--- config.mk ---
export PLATFORM = sky130hd
export DESIGN_NAME = pc_stack_indirect
export DESIGN_NICKNAME = d
export VERILOG_FILES = /design/src/pc_stack_pkg.sv /design/src/pc_stack_indirect.sv /design/src/return_stack.sv
export SDC_FILE = /design/constraint.sdc
export NUM_CORES = 1
export LEC_CHECK = 0
export ABC_CLOCK_PERIOD_IN_PS = 3350
export CAP_MARGIN = 15
export CORE_UTILIZATION = 50
export DETAILED_ROUTE_END_ITERATION = 7
export DONT_BUFFER_PORTS = 1
export SETUP_SLACK_MARGIN = 0.1
export SYNTH_ARGS = -nofsm -noshare
export SYNTH_HDL_FRONTEND = slang
export SYNTH_SLANG_ARGS = --single-unit
--- constraint.sdc ---
create_clock -name ref_clk_i -period 3.35 [get_ports ref_clk_i]
set_input_delay 0.335 -clock ref_clk_i [delete_from_list [all_inputs] [get_ports ref_clk_i]]
set_output_delay 0.335 -clock ref_clk_i [all_outputs]
set_load 0.005 [all_outputs]
--- src/pc_stack_pkg.sv ---
package pc_stack_pkg;

  // ==========================================================
  // Widths
  // ==========================================================
  localparam int PC_W       = 13;
  localparam int TARGET_W   = 11;
  localparam int DATA_W     = 8;
  localparam int DADDR_W    = 9;
  localparam int STACK_W    = 3;
  localparam int STACK_D    = 8;
  localparam int APB_AW     = 8;

  // ==========================================================
  // Register byte offsets
  // ==========================================================
  localparam logic [APB_AW-1:0] OFF_PC_LOW_BYTE   = 8'h00;
  localparam logic [APB_AW-1:0] OFF_PC_HIGH_LATCH = 8'h04;
  localparam logic [APB_AW-1:0] OFF_IND_POINTER   = 8'h08;
  localparam logic [APB_AW-1:0] OFF_STATUS        = 8'h0c;
  localparam logic [APB_AW-1:0] OFF_IND_DATA_PORT = 8'h10;

  // ==========================================================
  // Field positions
  // ==========================================================
  localparam int LATCH_HI_BIT   = 4;
  localparam int PAGE_HI_BIT    = 4;
  localparam int PAGE_LO_BIT    = 3;
  localparam int BANK_BIT_POS   = 7;

  // ==========================================================
  // Reset values
  // ==========================================================
  localparam logic [PC_W-1:0]    PC_RST       = 13'h0000;
  localparam logic [4:0]         LATCH_RST    = 5'h00;
  localparam logic [DATA_W-1:0]  POINTER_RST  = 8'h00;
  localparam logic               BANK_RST     = 1'b0;
  localparam logic [STACK_W-1:0] STACK_PTR_RST = 3'h0;
  localparam logic [PC_W-1:0]    IRQ_VECTOR   = 13'h0004;
  localparam logic [DATA_W-1:0]  SELF_READ_VAL = 8'h00;

  // ==========================================================
  // Core instruction request
  // ==========================================================
  typedef struct packed {
    logic                advance;
    logic                call;
    logic                jump_instruction;
    logic                ret_plain;
    logic                return_with_literal;
    logic                return_from_interrupt;
    logic                irq_branch;
    logic [TARGET_W-1:0] target;
  } core_req_t;

  // Indirect data memory request
  typedef struct packed {
    logic               rd;
    logic               wr;
    logic [DADDR_W-1:0] addr;
    logic [DATA_W-1:0]  wdata;
  } dmem_req_t;

endpackage : pc_stack_pkg

--- src/pc_stack_indirect.sv ---
// Function
// - Program counter is 13 bits and selects the fetched instruction.
// - PC low byte is a software readable and writable register.
// - PC bits 12..8 are hidden; a PC low byte write loads them all from the latch.
// - Call and jump carry 11 bits; page comes from latch bits 4..3.
// - Returns load the full stacked address, ignoring page bits.
// - A continuous 8K word program space is addressed.
// - Return stack holds eight 13-bit entries.
// - Stack lies outside memory maps; its pointer is not accessible.
// - Calls and interrupt branches push the program counter.
// - Plain return, literal return and interrupt return pop the stack.
// - Pushes and pops never touch the high address latch.
// - Stack wraps: ninth push overwrites the first, no overflow signal.
// - Indirect data port has no storage; it reaches the pointed register.
// - Indirect read with pointer zero returns 00h.
// - Indirect write with pointer zero changes no data.
// - Indirect address is bank bit above the 8-bit pointer.
`timescale 1ns/1ps
`default_nettype none

module pc_stack_indirect (
  // Clock and reset
  input  wire logic                              ref_clk_i,
  input  wire logic                              rst_i,
  // APB slave
  input  wire logic                              psel,
  input  wire logic                              penable,
  input  wire logic                              pwrite,
  input  wire logic [pc_stack_pkg::APB_AW-1:0]   paddr,
  input  wire logic [31:0]                       pwdata,
  output logic      [31:0]                       prdata,
  output logic                                   pready,
  output logic                                   pslverr,
  // Core instruction flow
  input  wire pc_stack_pkg::core_req_t           core_req_i,
  output logic      [pc_stack_pkg::PC_W-1:0]     fetch_addr_o,
  // Data memory behind the indirect port
  output pc_stack_pkg::dmem_req_t                dmem_req_o,
  input  wire logic [pc_stack_pkg::DATA_W-1:0]   dmem_rdata_i
);

  // ==========================================================
  // Declarations
  // ==========================================================
  typedef enum logic [2:0] {
    ST_IDLE  = 3'b001,
    ST_FETCH = 3'b010,
    ST_DONE  = 3'b100
  } ind_state_t;

  ind_state_t                        ind_state_reg;
  ind_state_t                        ind_state_next;

  logic [pc_stack_pkg::PC_W-1:0]     pc_reg;
  logic [pc_stack_pkg::PC_W-1:0]     pc_next;
  logic [4:0]                        pc_high_latch_reg;
  logic [pc_stack_pkg::DATA_W-1:0]   indirect_pointer_reg;
  logic                              indirect_bank_bit_reg;
  logic [31:0]                       prdata_reg;
  logic [31:0]                       prdata_next;
  logic                              slverr_reg;

  logic [pc_stack_pkg::PC_W-1:0]     stack_top;
  logic [pc_stack_pkg::PC_W-1:0]     push_addr;
  logic [pc_stack_pkg::PC_W-1:0]     branch_addr;
  logic                              do_push;
  logic                              do_pop;

  logic                              setup_ph;
  logic                              access_ph;
  logic                              hit_pc_low;
  logic                              hit_latch;
  logic                              hit_pointer;
  logic                              hit_status;
  logic                              hit_ind;
  logic                              hit_any;
  logic                              wr_access;
  logic                              ind_self;
  logic                              ind_read;
  logic [pc_stack_pkg::DADDR_W-1:0]  ind_addr;

  // ==========================================================
  // APB decode
  // ==========================================================
  assign setup_ph    = psel & ~penable;
  assign access_ph   = psel & penable;
  assign hit_pc_low  = (paddr == pc_stack_pkg::OFF_PC_LOW_BYTE);
  assign hit_latch   = (paddr == pc_stack_pkg::OFF_PC_HIGH_LATCH);
  assign hit_pointer = (paddr == pc_stack_pkg::OFF_IND_POINTER);
  assign hit_status  = (paddr == pc_stack_pkg::OFF_STATUS);
  assign hit_ind     = (paddr == pc_stack_pkg::OFF_IND_DATA_PORT);
  assign hit_any     = hit_pc_low | hit_latch | hit_pointer | hit_status | hit_ind;

  // Write takes effect only in the completing access cycle
  assign wr_access   = access_ph & pwrite & pready;

  // ==========================================================
  // Indirect addressing
  // ==========================================================
  assign ind_addr = {indirect_bank_bit_reg, indirect_pointer_reg};
  assign ind_self = (indirect_pointer_reg == 8'h00);
  assign ind_read = psel & ~pwrite & hit_ind & ~ind_self;

  // Memory read issued once per transfer, data back one cycle later
  always_comb begin
    dmem_req_o.rd    = setup_ph & ind_read;
    dmem_req_o.wr    = wr_access & hit_ind & ~ind_self;
    dmem_req_o.addr  = ind_addr;
    dmem_req_o.wdata = pwdata[pc_stack_pkg::DATA_W-1:0];
  end

  // Wait states for an indirect read only
  always_comb begin
    ind_state_next = ind_state_reg;
    unique case (ind_state_reg)
      ST_IDLE: begin
        if (setup_ph && ind_read) begin
          ind_state_next = ST_FETCH;
        end
      end
      ST_FETCH: begin
        ind_state_next = ST_DONE;
      end
      ST_DONE: begin
        ind_state_next = ST_IDLE;
      end
      default: begin
        ind_state_next = ST_IDLE;
      end
    endcase
  end

  always_ff @(posedge ref_clk_i) begin
    if (rst_i) begin
      ind_state_reg <= ST_IDLE;
    end else begin
      ind_state_reg <= ind_state_next;
    end
  end

  // Zero wait for all but an indirect read
  assign pready = (ind_state_reg == ST_FETCH) ? 1'b0 : 1'b1;

  // ==========================================================
  // Read data
  // ==========================================================
  always_comb begin
    prdata_next = prdata_reg;
    if (ind_state_reg == ST_FETCH) begin
      prdata_next = {24'h000000, dmem_rdata_i};
    end else if (setup_ph && !pwrite) begin
      prdata_next = 32'h00000000;
      if (hit_pc_low) begin
        prdata_next[7:0] = pc_reg[7:0];
      end else if (hit_latch) begin
        prdata_next[4:0] = pc_high_latch_reg;
      end else if (hit_pointer) begin
        prdata_next[7:0] = indirect_pointer_reg;
      end else if (hit_status) begin
        prdata_next[pc_stack_pkg::BANK_BIT_POS] = indirect_bank_bit_reg;
      end else if (hit_ind && ind_self) begin
        prdata_next[7:0] = pc_stack_pkg::SELF_READ_VAL;
      end
    end
  end

  always_ff @(posedge ref_clk_i) begin
    if (rst_i) begin
      prdata_reg <= 32'h00000000;
    end else begin
      prdata_reg <= prdata_next;
    end
  end

  // Unmapped offsets answer with an error, no effect
  always_ff @(posedge ref_clk_i) begin
    if (rst_i) begin
      slverr_reg <= 1'b0;
    end else if (setup_ph) begin
      slverr_reg <= ~hit_any;
    end
  end

  assign prdata  = prdata_reg;
  assign pslverr = access_ph & slverr_reg;

  // ==========================================================
  // Software registers
  // ==========================================================
  // Latch is written by software only; stack traffic leaves it alone
  always_ff @(posedge ref_clk_i) begin
    if (rst_i) begin
      pc_high_latch_reg <= pc_stack_pkg::LATCH_RST;
    end else if (wr_access && hit_latch) begin
      pc_high_latch_reg <= pwdata[pc_stack_pkg::LATCH_HI_BIT:0];
    end
  end

  always_ff @(posedge ref_clk_i) begin
    if (rst_i) begin
      indirect_pointer_reg <= pc_stack_pkg::POINTER_RST;
    end else if (wr_access && hit_pointer) begin
      indirect_pointer_reg <= pwdata[pc_stack_pkg::DATA_W-1:0];
    end
  end

  always_ff @(posedge ref_clk_i) begin
    if (rst_i) begin
      indirect_bank_bit_reg <= pc_stack_pkg::BANK_RST;
    end else if (wr_access && hit_status) begin
      indirect_bank_bit_reg <= pwdata[pc_stack_pkg::BANK_BIT_POS];
    end
  end

  // ==========================================================
  // Program flow
  // ==========================================================
  // Page bits come from the latch, offset from the instruction
  assign branch_addr = {pc_high_latch_reg[pc_stack_pkg::PAGE_HI_BIT:pc_stack_pkg::PAGE_LO_BIT],
                        core_req_i.target};

  // Interrupt saves the interrupted address, a call the next one
  assign push_addr = core_req_i.irq_branch ? pc_reg : pc_reg + 13'h0001;

  assign do_push = core_req_i.irq_branch | core_req_i.call;
  assign do_pop  = ~do_push & (core_req_i.ret_plain |
                               core_req_i.return_with_literal |
                               core_req_i.return_from_interrupt);

  always_comb begin
    pc_next = pc_reg;
    if (wr_access && hit_pc_low) begin
      // Computed jump: whole upper part follows the latch
      pc_next = {pc_high_latch_reg, pwdata[7:0]};
    end else if (core_req_i.irq_branch) begin
      pc_next = pc_stack_pkg::IRQ_VECTOR;
    end else if (core_req_i.call || core_req_i.jump_instruction) begin
      pc_next = branch_addr;
    end else if (do_pop) begin
      pc_next = stack_top;
    end else if (core_req_i.advance) begin
      pc_next = pc_reg + 13'h0001;
    end
  end

  always_ff @(posedge ref_clk_i) begin
    if (rst_i) begin
      pc_reg <= pc_stack_pkg::PC_RST;
    end else begin
      pc_reg <= pc_next;
    end
  end

  assign fetch_addr_o = pc_reg;

  // ==========================================================
  // Return stack
  // ==========================================================
  return_stack u_return_stack (
    .ref_clk_i   (ref_clk_i),
    .rst_i       (rst_i),
    .push_i      (do_push),
    .pop_i       (do_pop),
    .push_addr_i (push_addr),
    .top_addr_o  (stack_top)
  );

endmodule : pc_stack_indirect

`default_nettype wire

--- src/return_stack.sv ---
`timescale 1ns/1ps
`default_nettype none

module return_stack (
  // Clock and reset
  input  wire logic                          ref_clk_i,
  input  wire logic                          rst_i,
  // Push and pop
  input  wire logic                          push_i,
  input  wire logic                          pop_i,
  input  wire logic [pc_stack_pkg::PC_W-1:0] push_addr_i,
  output logic      [pc_stack_pkg::PC_W-1:0] top_addr_o
);

  // ==========================================================
  // Storage, hidden from program and data space
  // ==========================================================
  logic [pc_stack_pkg::PC_W-1:0]    entry_mem [pc_stack_pkg::STACK_D];
  logic [pc_stack_pkg::STACK_W-1:0] ptr_reg;
  logic [pc_stack_pkg::STACK_W-1:0] ptr_prev;

  assign ptr_prev   = ptr_reg - 3'h1;
  assign top_addr_o = entry_mem[ptr_prev];

  // Pointer wraps modulo eight, no overflow flag
  always_ff @(posedge ref_clk_i) begin
    if (rst_i) begin
      ptr_reg <= pc_stack_pkg::STACK_PTR_RST;
    end else if (push_i) begin
      ptr_reg <= ptr_reg + 3'h1;
    end else if (pop_i) begin
      ptr_reg <= ptr_prev;
    end
  end

  // Ninth push lands on the first entry
  always_ff @(posedge ref_clk_i) begin
    if (push_i) begin
      entry_mem[ptr_reg] <= push_addr_i;
    end
  end

endmodule : return_stack

`default_nettype wire

==> PnR_summary.wiki, run 1 <==
{| class="wikitable"
! Metric !! Value
|-
| Worst Setup End Kind || register
|-
| Count of flip-flops with a built-in enable after synthesis || 104
|-
| Wire length of the first global-routing pass || 25,200 um
|-
| Area taken by flip-flops and latches || 3970 um^2
|-
| Flip-flop count of the largest register, all copies and words added || 104
|-
| Proportion of synthesized flip-flops having asynchronous set or reset || 0
|-
| Total area of multi-input combinational cells || 2650 um^2
|-
| Clock latency at the later pin of the worst-skew pair || 420 ps
|-
| Combined area of all synthesized cells || 6920 um^2
|-
| Number of H-tree branching levels || 4
|-
| Fin Setup TNS || 0 ps
|-
| Top_reg_cell synth || sky130_fd_sc_hd__edfxtp_1
|-
| Initial core utilization || 0.518
|-
| Height of the die || 120 um
|-
| Result of the run || finished, final reports clean
|-
| Row count || 42
|-
| Share of layout cells above drive strength 1 || 0.165
|-
| Initial DRT Pass Iterations || 4
|-
| Number of nets with antenna violations after detailed routing || 0
|-
| DRC errors left || 0
|-
| Drt total wl || 16,500 um
|-
| Tightest hold margin || 25.6 ps
|-
| R2R Path End || fetch_addr_o[4]
|-
| # clock sinks || 146
|-
| Met2 usage || 0.407
|-
| Yosys top cell by area || sky130_fd_sc_hd__edfxtp_1
|-
| Number of CTS-inserted buffers || 17
|-
| Total global-route track usage || 0.244
|-
| Area growth, synth to finish || 9.50%
|-
| Setup repair after global routing missed its margin || no
|-
| Vias in the first global route || 4,424
|-
| Post-CTS setup-driven buffer insertion count || 0
|-
| Clock root cell || sky130_fd_sc_hd__clkbuf_16
|-
| Total global routing overflow || 0
|-
| Met3 usage in global routing || 0.0803
|-
| Path class of the lowest-slack min-delay path || primary input to register
|-
| Instance count of the mapped netlist || 549
|-
| Worst path required time || 3640 ps
|-
| Pin count of the biggest net entering global routing || 34
|-
| Fmax || 377 MHz
|-
| Post-CTS sizing || 0
|-
| Worst-path maximum fanout || 7
|-
| Sink of the worst hold path || fetch_addr_o[9]
|-
| Final number of hold-violating endpoints || 0
|-
| Count of endpoints failing setup in the final report || 0
|-
| DR iter-0 viols || 283
|-
| Period Utilization, post-route || 0.792
|-
| Warning count from the yosys run || 0
|-
| Count of maximum capacitance violations || 0
|-
| Leakage component of the power || 2.77 nW
|-
| Classification of the worst setup path || register to register
|-
| Worst vdd rail ir drop || 0.425 mV
|-
| Number of fill cells || 1,083
|-
| Hpwl dp || 11,200 um
|-
| Post-Synthesis Mean Instance Area || 12.6 um^2
|-
| Worst slew pin tran || 936 ps
|-
| Yosys cell types || 52
|-
| Max Root-Sink Buffers || 2
|-
| CORE AREA || 13,300 um^2
|-
| Die area || 14,300 um^2
|-
| Arrival time reported for the critical path endpoint || 2950 ps
|-
| GR met1 Demand/Resource || 0.295
|-
| Register with the most flip-flops || u_return_stack.entry_mem
|-
| Area contributors post-synth || sky130_fd_sc_hd__edfxtp_1 45%, sky130_fd_sc_hd__dfxtp_1 12%, sky130_fd_sc_hd__mux4_2 8.5%
|-
| Initial antenna violation count || 2
|-
| Startpoint kind of the worst setup timing path || register
|-
| Most heavily used metal layer in global routing || met2
|-
| Most instantiated library cell after synthesis || sky130_fd_sc_hd__edfxtp_1
|-
| Number of buffer cells added on primary ports || 0
|-
| Slew HR || 0.372
|-
| Clock transition at the registers of the reported paths || 60 ps
|-
| Overall die width || 120 um
|-
| Via total after detailed routing || 4,388
|-
| Clock tree from TritonCTS || done
|-
| Cell Pwr Density || 560 nW/um^2
|-
| Top cells by count, synth || 104 x sky130_fd_sc_hd__edfxtp_1, 47 x sky130_fd_sc_hd__nor2_1, 42 x sky130_fd_sc_hd__dfxtp_1, 41 x sky130_fd_sc_hd__nand2_1, 34 x sky130_fd_sc_hd__buf_4
|-
| NumNets Final || 620
|-
| Clock period minus final worst setup slack || 2650 ps
|-
| Part of the Yosys area used for sequential elements || 0.573
|-
| Depth of the most critical reg-to-reg path || 7
|-
| Hold buffers post-CTS || 1
|-
| Worst reg-to-reg setup slack || 700 ps
|-
| Routed wire length per instance || 22.3 um
|-
| Worst hold path cell count || 1
|-
| Min-delay src || rst_i
|-
| Per-cell via count in the routed design || 5.95
|-
| Number of max-slew violations in the final report || 0
|-
| Io pins || 137
|-
| Post-route clock skew || 7.44 ps
|-
| Global placement routability congestion || 0.856
|-
| Total of flip-flops plus latches after synthesis || 146
|-
| Critical register-to-register path startpoint || u_return_stack.ptr_reg[1]
|-
| Portion of synthesized cell area occupied by the leading cell type || 0.452
|}
[critical path: stages, from the launching register on]
cell and delay [ps]:
sky130_fd_sc_hd__dfxtp_1 480, sky130_fd_sc_hd__inv_1 100, sky130_fd_sc_hd__ha_1 250, sky130_fd_sc_hd__xor2_2 510, sky130_fd_sc_hd__mux4_2 580, sky130_fd_sc_hd__and2_1 170
sky130_fd_sc_hd__a211oi_1 310, sky130_fd_sc_hd__o32ai_1 130
[metrics by stage]
step | setup slack, ps | utilization | instance area, um^2 | cells | power, mW
3_3_place_gp | 751 | 0.525 | 7000 | 701 | 2.54
2_1_floorplan | 671 | - | 7000 | 572 | 2.44
5_1_grt | 549 | 0.567 | 7570 | 735 | 4.40
3_5_place_dp | 696 | 0.525 | 7000 | 701 | 2.55
6_report | 695 | 0.567 | 7570 | 737 | 4.24
4_1_cts | 664 | 0.566 | 7560 | 734 | 4.29
[cell type report]
type                       count  area share
sequential                   146       0.524
multi-input combinational    356       0.350
clock buffer                  18      0.0567
tap                          176      0.0291
timing repair buffer          19      0.0225
clock inverter                14      0.0140
inverter                       6     0.00297
antenna                        2    0.000661
[layout by cell type, fill, tap and decap left out, types with 6 or more instances in the layout]
cell type and instances:
sky130_fd_sc_hd__a21oi_1 12, sky130_fd_sc_hd__a221oi_1 8, sky130_fd_sc_hd__and2_1 12, sky130_fd_sc_hd__buf_4 16, sky130_fd_sc_hd__clkbuf_16 17, sky130_fd_sc_hd__conb_1 24
sky130_fd_sc_hd__dfxtp_1 41, sky130_fd_sc_hd__edfxtp_1 104, sky130_fd_sc_hd__mux2i_1 31, sky130_fd_sc_hd__mux4_2 26, sky130_fd_sc_hd__nand2_1 41, sky130_fd_sc_hd__nand3_1 13
sky130_fd_sc_hd__nand4_1 6, sky130_fd_sc_hd__nor2_1 47, sky130_fd_sc_hd__nor3_1 20, sky130_fd_sc_hd__o21ai_0 15, sky130_fd_sc_hd__o22ai_1 10, sky130_fd_sc_hd__xnor2_1 10
sky130_fd_sc_hd__xor2_1 12
[where the power goes]
part	internal [mW]	switching (mW)	leakage (nW)	total, mW
logic	0.192	0.267	1.19	0.459
registers	2.02	0.0440	1.32	2.06
clock network	0.954	0.768	0.258	1.72
total	3.16	1.08	2.77	4.24
[worst max path at each step]
stage / end / cells after the start / slack [ps] / startpoint
after detailed placement: fetch_addr_o[4] / 7 / 700 / u_return_stack.ptr_reg[1]
after CTS: fetch_addr_o[4] / 7 / 660 / u_return_stack.ptr_reg[1]
after floorplan: fetch_addr_o[10] / 11 / 670 / u_return_stack.ptr_reg[0]
final: fetch_addr_o[4] / 7 / 700 / u_return_stack.ptr_reg[1]
after global placement: fetch_addr_o[4] / 7 / 750 / u_return_stack.ptr_reg[1]
after global routing: fetch_addr_o[4] / 7 / 550 / u_return_stack.ptr_reg[1]
[cell families after synthesis]
group | Yosys count | synth area share
mux | 62 | 0.138
simple gates | 176 | 0.129
xor+xnor | 23 | 0.0302
flops | 146 | 0.573
other cells | 1 | 0.000542
compound gates | 68 | 0.0648
fa+ha+maj | 3 | 0.00543
buf+inv | 70 | 0.0593
[routing by layer]
layer,routed length (um),vias up
li1,-,2001
met1,6650,2176
met2,8290,193
met3,1220,18
met4,293,0
met5,0,-
Note: power is estimated with default switching activity, not from simulation.
==> inputs of run 2 (changes only) <==
- ABC_AREA: unset -> 1
- ABC_CLOCK_PERIOD_IN_PS: 3350 -> 2600
- clock period: 3.35 -> 2.6 ns (I/O delays scaled with it)
==> PnR_summary.wiki, run 2 <==
{| class="wikitable"
! Metric !! Value
|-
| Vias in the first global route || 5,161 (+17%)
|-
| Clock period minus final worst setup slack || 2200 ps (-455 ps)
|-
| Die area || 15,100 um^2 (+5.4%)
|-
| Count of maximum capacitance violations || 0 (unchanged)
|-
| Clock latency at the later pin of the worst-skew pair || 430 ps (about the same)
|-
| Wire length of the first global-routing pass || 28,800 um (+14%)
|-
| Combined area of all synthesized cells || 7290 um^2 (+5.5%)
|-
| Most common cell after layout, fill and taps aside || sky130_fd_sc_hd__nand2_1
|-
| Total area of multi-input combinational cells || 2680 um^2 (+0.85%)
|-
| Register with the most flip-flops || u_return_stack.entry_mem
|-
| Cell Pwr Density || 709 nW/um^2 (+26%)
|-
| Post-CTS sizing || 0 (unchanged)
|-
| Initial DRT Pass Iterations || 5 (+1)
|-
| Clock transition at the registers of the reported paths || 60 ps (about the same)
|-
| Area taken by flip-flops and latches || 3970 um^2 (unchanged)
|-
| Worst path max stage delay || 530 ps (-50 ps)
|-
| Post-Synthesis Mean Instance Area || 8.62 um^2 (-32%)
|-
| Worst path required time || 2740 ps (-900 ps)
|-
| Top_reg_cell synth || sky130_fd_sc_hd__edfxtp_1
|-
| Most instantiated library cell after synthesis || sky130_fd_sc_hd__nand2_1
|-
| Routed wire length per instance || 18.2 um (-19%)
|-
| Count of flip-flops with a built-in enable after synthesis || 104 (unchanged)
|-
| Portion of synthesized cell area occupied by the leading cell type || 0.428 (-0.0235)
|-
| Period Utilization, post-route || 0.846 (+0.0536)
|-
| Number of max-slew violations in the final report || 0 (unchanged)
|-
| Worst Setup End Kind || register
|-
| Ant. Diodes || 0 (-2)
|-
| Height of the die || 123 um (+2.7%)
|-
| Top cells by count, synth || 201 x sky130_fd_sc_hd__nand2_1, 104 x sky130_fd_sc_hd__edfxtp_1, 94 x sky130_fd_sc_hd__nand3_1, 73 x sky130_fd_sc_hd__nor2_1, 66 x sky130_fd_sc_hd__inv_1
|-
| Cells along the critical path || ha_1 -> nand2_1 -> nor2_1 -> nand3b_1 -> a31oi_1
|-
| Flip-flop count of the largest register, all copies and words added || 104 (unchanged)
|-
| Pre-CTS setup slack || 463 ps (-233 ps)
|-
| Overall die width || 123 um (+2.7%)
|-
| Initial antenna violation count || 0 (-2)
|-
| Total of flip-flops plus latches after synthesis || 146 (unchanged)
|-
| Row count || 43 (+2.4%)
|-
| Area contributors post-synth || sky130_fd_sc_hd__edfxtp_1 43%, sky130_fd_sc_hd__dfxtp_1 12%, sky130_fd_sc_hd__nand2_1 10%
|-
| Proportion of synthesized flip-flops having asynchronous set or reset || 0 (unchanged)
|-
| Fin Setup TNS || 0 ps (unchanged)
|-
| Io pins || 137 (unchanged)
|-
| Setup repair after global routing missed its margin || no
|-
| Yosys cell types || 39 (-25%)
|-
| Part of the Yosys area used for sequential elements || 0.543 (-0.0298)
|-
| Area growth, synth to finish || 9.57% (about the same)
|-
| CORE AREA || 14,000 um^2 (+5.2%)
|-
| Number of nets with antenna violations after detailed routing || 0 (unchanged)
|-
| Number of CTS-inserted buffers || 17 (unchanged)
|-
| Final number of hold-violating endpoints || 0 (unchanged)
|-
| Count of endpoints failing setup in the final report || 0 (unchanged)
|-
| DR iter-0 viols || 493 (+74%)
|-
| # clock sinks || 146 (unchanged)
|-
| Leading cell types in the layout, fill and taps excluded || 201 x sky130_fd_sc_hd__nand2_1, 104 x sky130_fd_sc_hd__edfxtp_1, 94 x sky130_fd_sc_hd__nand3_1
|-
| Number of buffer cells added on primary ports || 0 (unchanged)
|-
| Slew HR || 0.352 (-0.0196)
|-
| Leakage component of the power || 3.08 nW (+11%)
|-
| Number of H-tree branching levels || 4 (unchanged)
|-
| Worst vdd rail ir drop || 0.353 mV (-17%)
|-
| Worst-path maximum fanout || 8 (+1)
|-
| Path class of the lowest-slack min-delay path || primary input to register
|-
| Total global routing overflow || 0 (unchanged)
|-
| Initial core utilization || 0.519 (+0.00138)
|-
| Final critical-path setup slack || 400 ps (-295 ps)
|-
| Yosys top cell by area || sky130_fd_sc_hd__edfxtp_1
|-
| Arrival time reported for the critical path endpoint || 2340 ps (-610 ps)
|-
| Startpoint kind of the worst setup timing path || register
|-
| Total global-route track usage || 0.267 (+0.0228)
|-
| Global placement routability congestion || 0.900 (+5.2%)
|-
| Share of layout cells above drive strength 1 || 0.122 (-0.0431)
|-
| Per-cell via count in the routed design || 5.50 (-7.7%)
|-
| Slowest-stage cell, CP || sky130_fd_sc_hd__a31oi_1
|-
| Via total after detailed routing || 5,739 (+31%)
|-
| Number of fill cells || 1,282 (+18%)
|-
| Instance count of the mapped netlist || 846 (+54%)
|-
| Fmax || 455 MHz (+21%)
|-
| Max Root-Sink Buffers || 2 (unchanged)
|-
| Classification of the worst setup path || register to register
|-
| Result of the run || finished, final reports clean
|-
| NumNets Final || 925 (+49%)
|-
| Hpwl dp || 13,100 um (+17%)
|-
| Warning count from the yosys run || 0 (unchanged)
|-
| Post-route clock skew || 10.5 ps (+3.05 ps)
|-
| Pin count of the biggest net entering global routing || 69 (+100%)
|-
| Tightest hold margin || 19.6 ps (-6.07 ps)
|-
| Drt total wl || 19,000 um (+15%)
|-
| Worst slew pin tran || 962 ps (+26.0 ps)
|-
| DRC errors left || 0 (unchanged)
|-
| Clock tree from TritonCTS || done
|-
| Clock root cell || sky130_fd_sc_hd__clkbuf_16
|}
[run 2: repair_timing]
item,4_1_cts,5_1_grt
setup buffers,0,0
hold buffers,7,0
endpoints found under the hold margin,27,0
[run 2: per-layer routing]
layer	wire length, um	GRT usage	up-vias
li1	-	-	2781
met1	8440	0.379	2682
met2	8540	0.389	248
met3	1660	0.0739	28
met4	322	0.0930	0
met5	0	0	-
[run 2: final cells by class]
type	count	share of cell area
repair buffers	33	0.0332
flip-flops and latches	146	0.496
clock inverters	12	0.0135
well taps	180	0.0282
inverters	79	0.0371
multi-input cells	574	0.335
clock buffers	20	0.0571
[run 2: cell families (layout without fill, tap and decap cells)]
family	after synthesis	after routing	share of synthesized area
AO/OA/AOI/OAI	135	135	0.101
XOR/XNOR	4	4	0.00480
buffers and inverters	149	144	0.102
adder cells (fa/ha/maj)	3	3	0.00515
flip-flops	146	146	0.543
AND/OR/NAND/NOR	408	408	0.243
other	1	24	0.000514
[run 2: report_power, final]
group / switching, mW / internal (mW)
Sequential: 0.0558 / 2.62
Clock: 0.955 / 1.36
Combinational: 0.466 / 0.205
Total: 1.48 / 4.19
[run 2: worst paths after layout]
check | startpoint | to | slack (ps) | cells past startpoint
max reg2reg | fetch_addr_o[1] | u_return_stack.entry_mem[5][8] | 400 | 5
min | pwdata[4] | indirect_pointer_reg[4] | 20 | 2
max | fetch_addr_o[1] | u_return_stack.entry_mem[5][8] | 400 | 5
min reg2reg | prdata[5] | prdata[5] | 490 | 2
[run 2: through the flow]
step	instance area, um^2	total power, mW	utilization	instances
finish	7990	5.66	0.569	1044
CTS	7990	5.70	0.569	1044
global route	7990	5.89	0.569	1044
global placement	7360	3.36	0.524	1005
detailed placement	7360	3.38	0.524	1005
floorplan	7380	3.20	-	869
[run 2: critical path: cells and delay by family (launching register included)]
family | cells | cell delay, ps
fa+ha+maj | 1 | 280
flops | 1 | 490
compound gates | 1 | 530
simple gates | 3 | 600
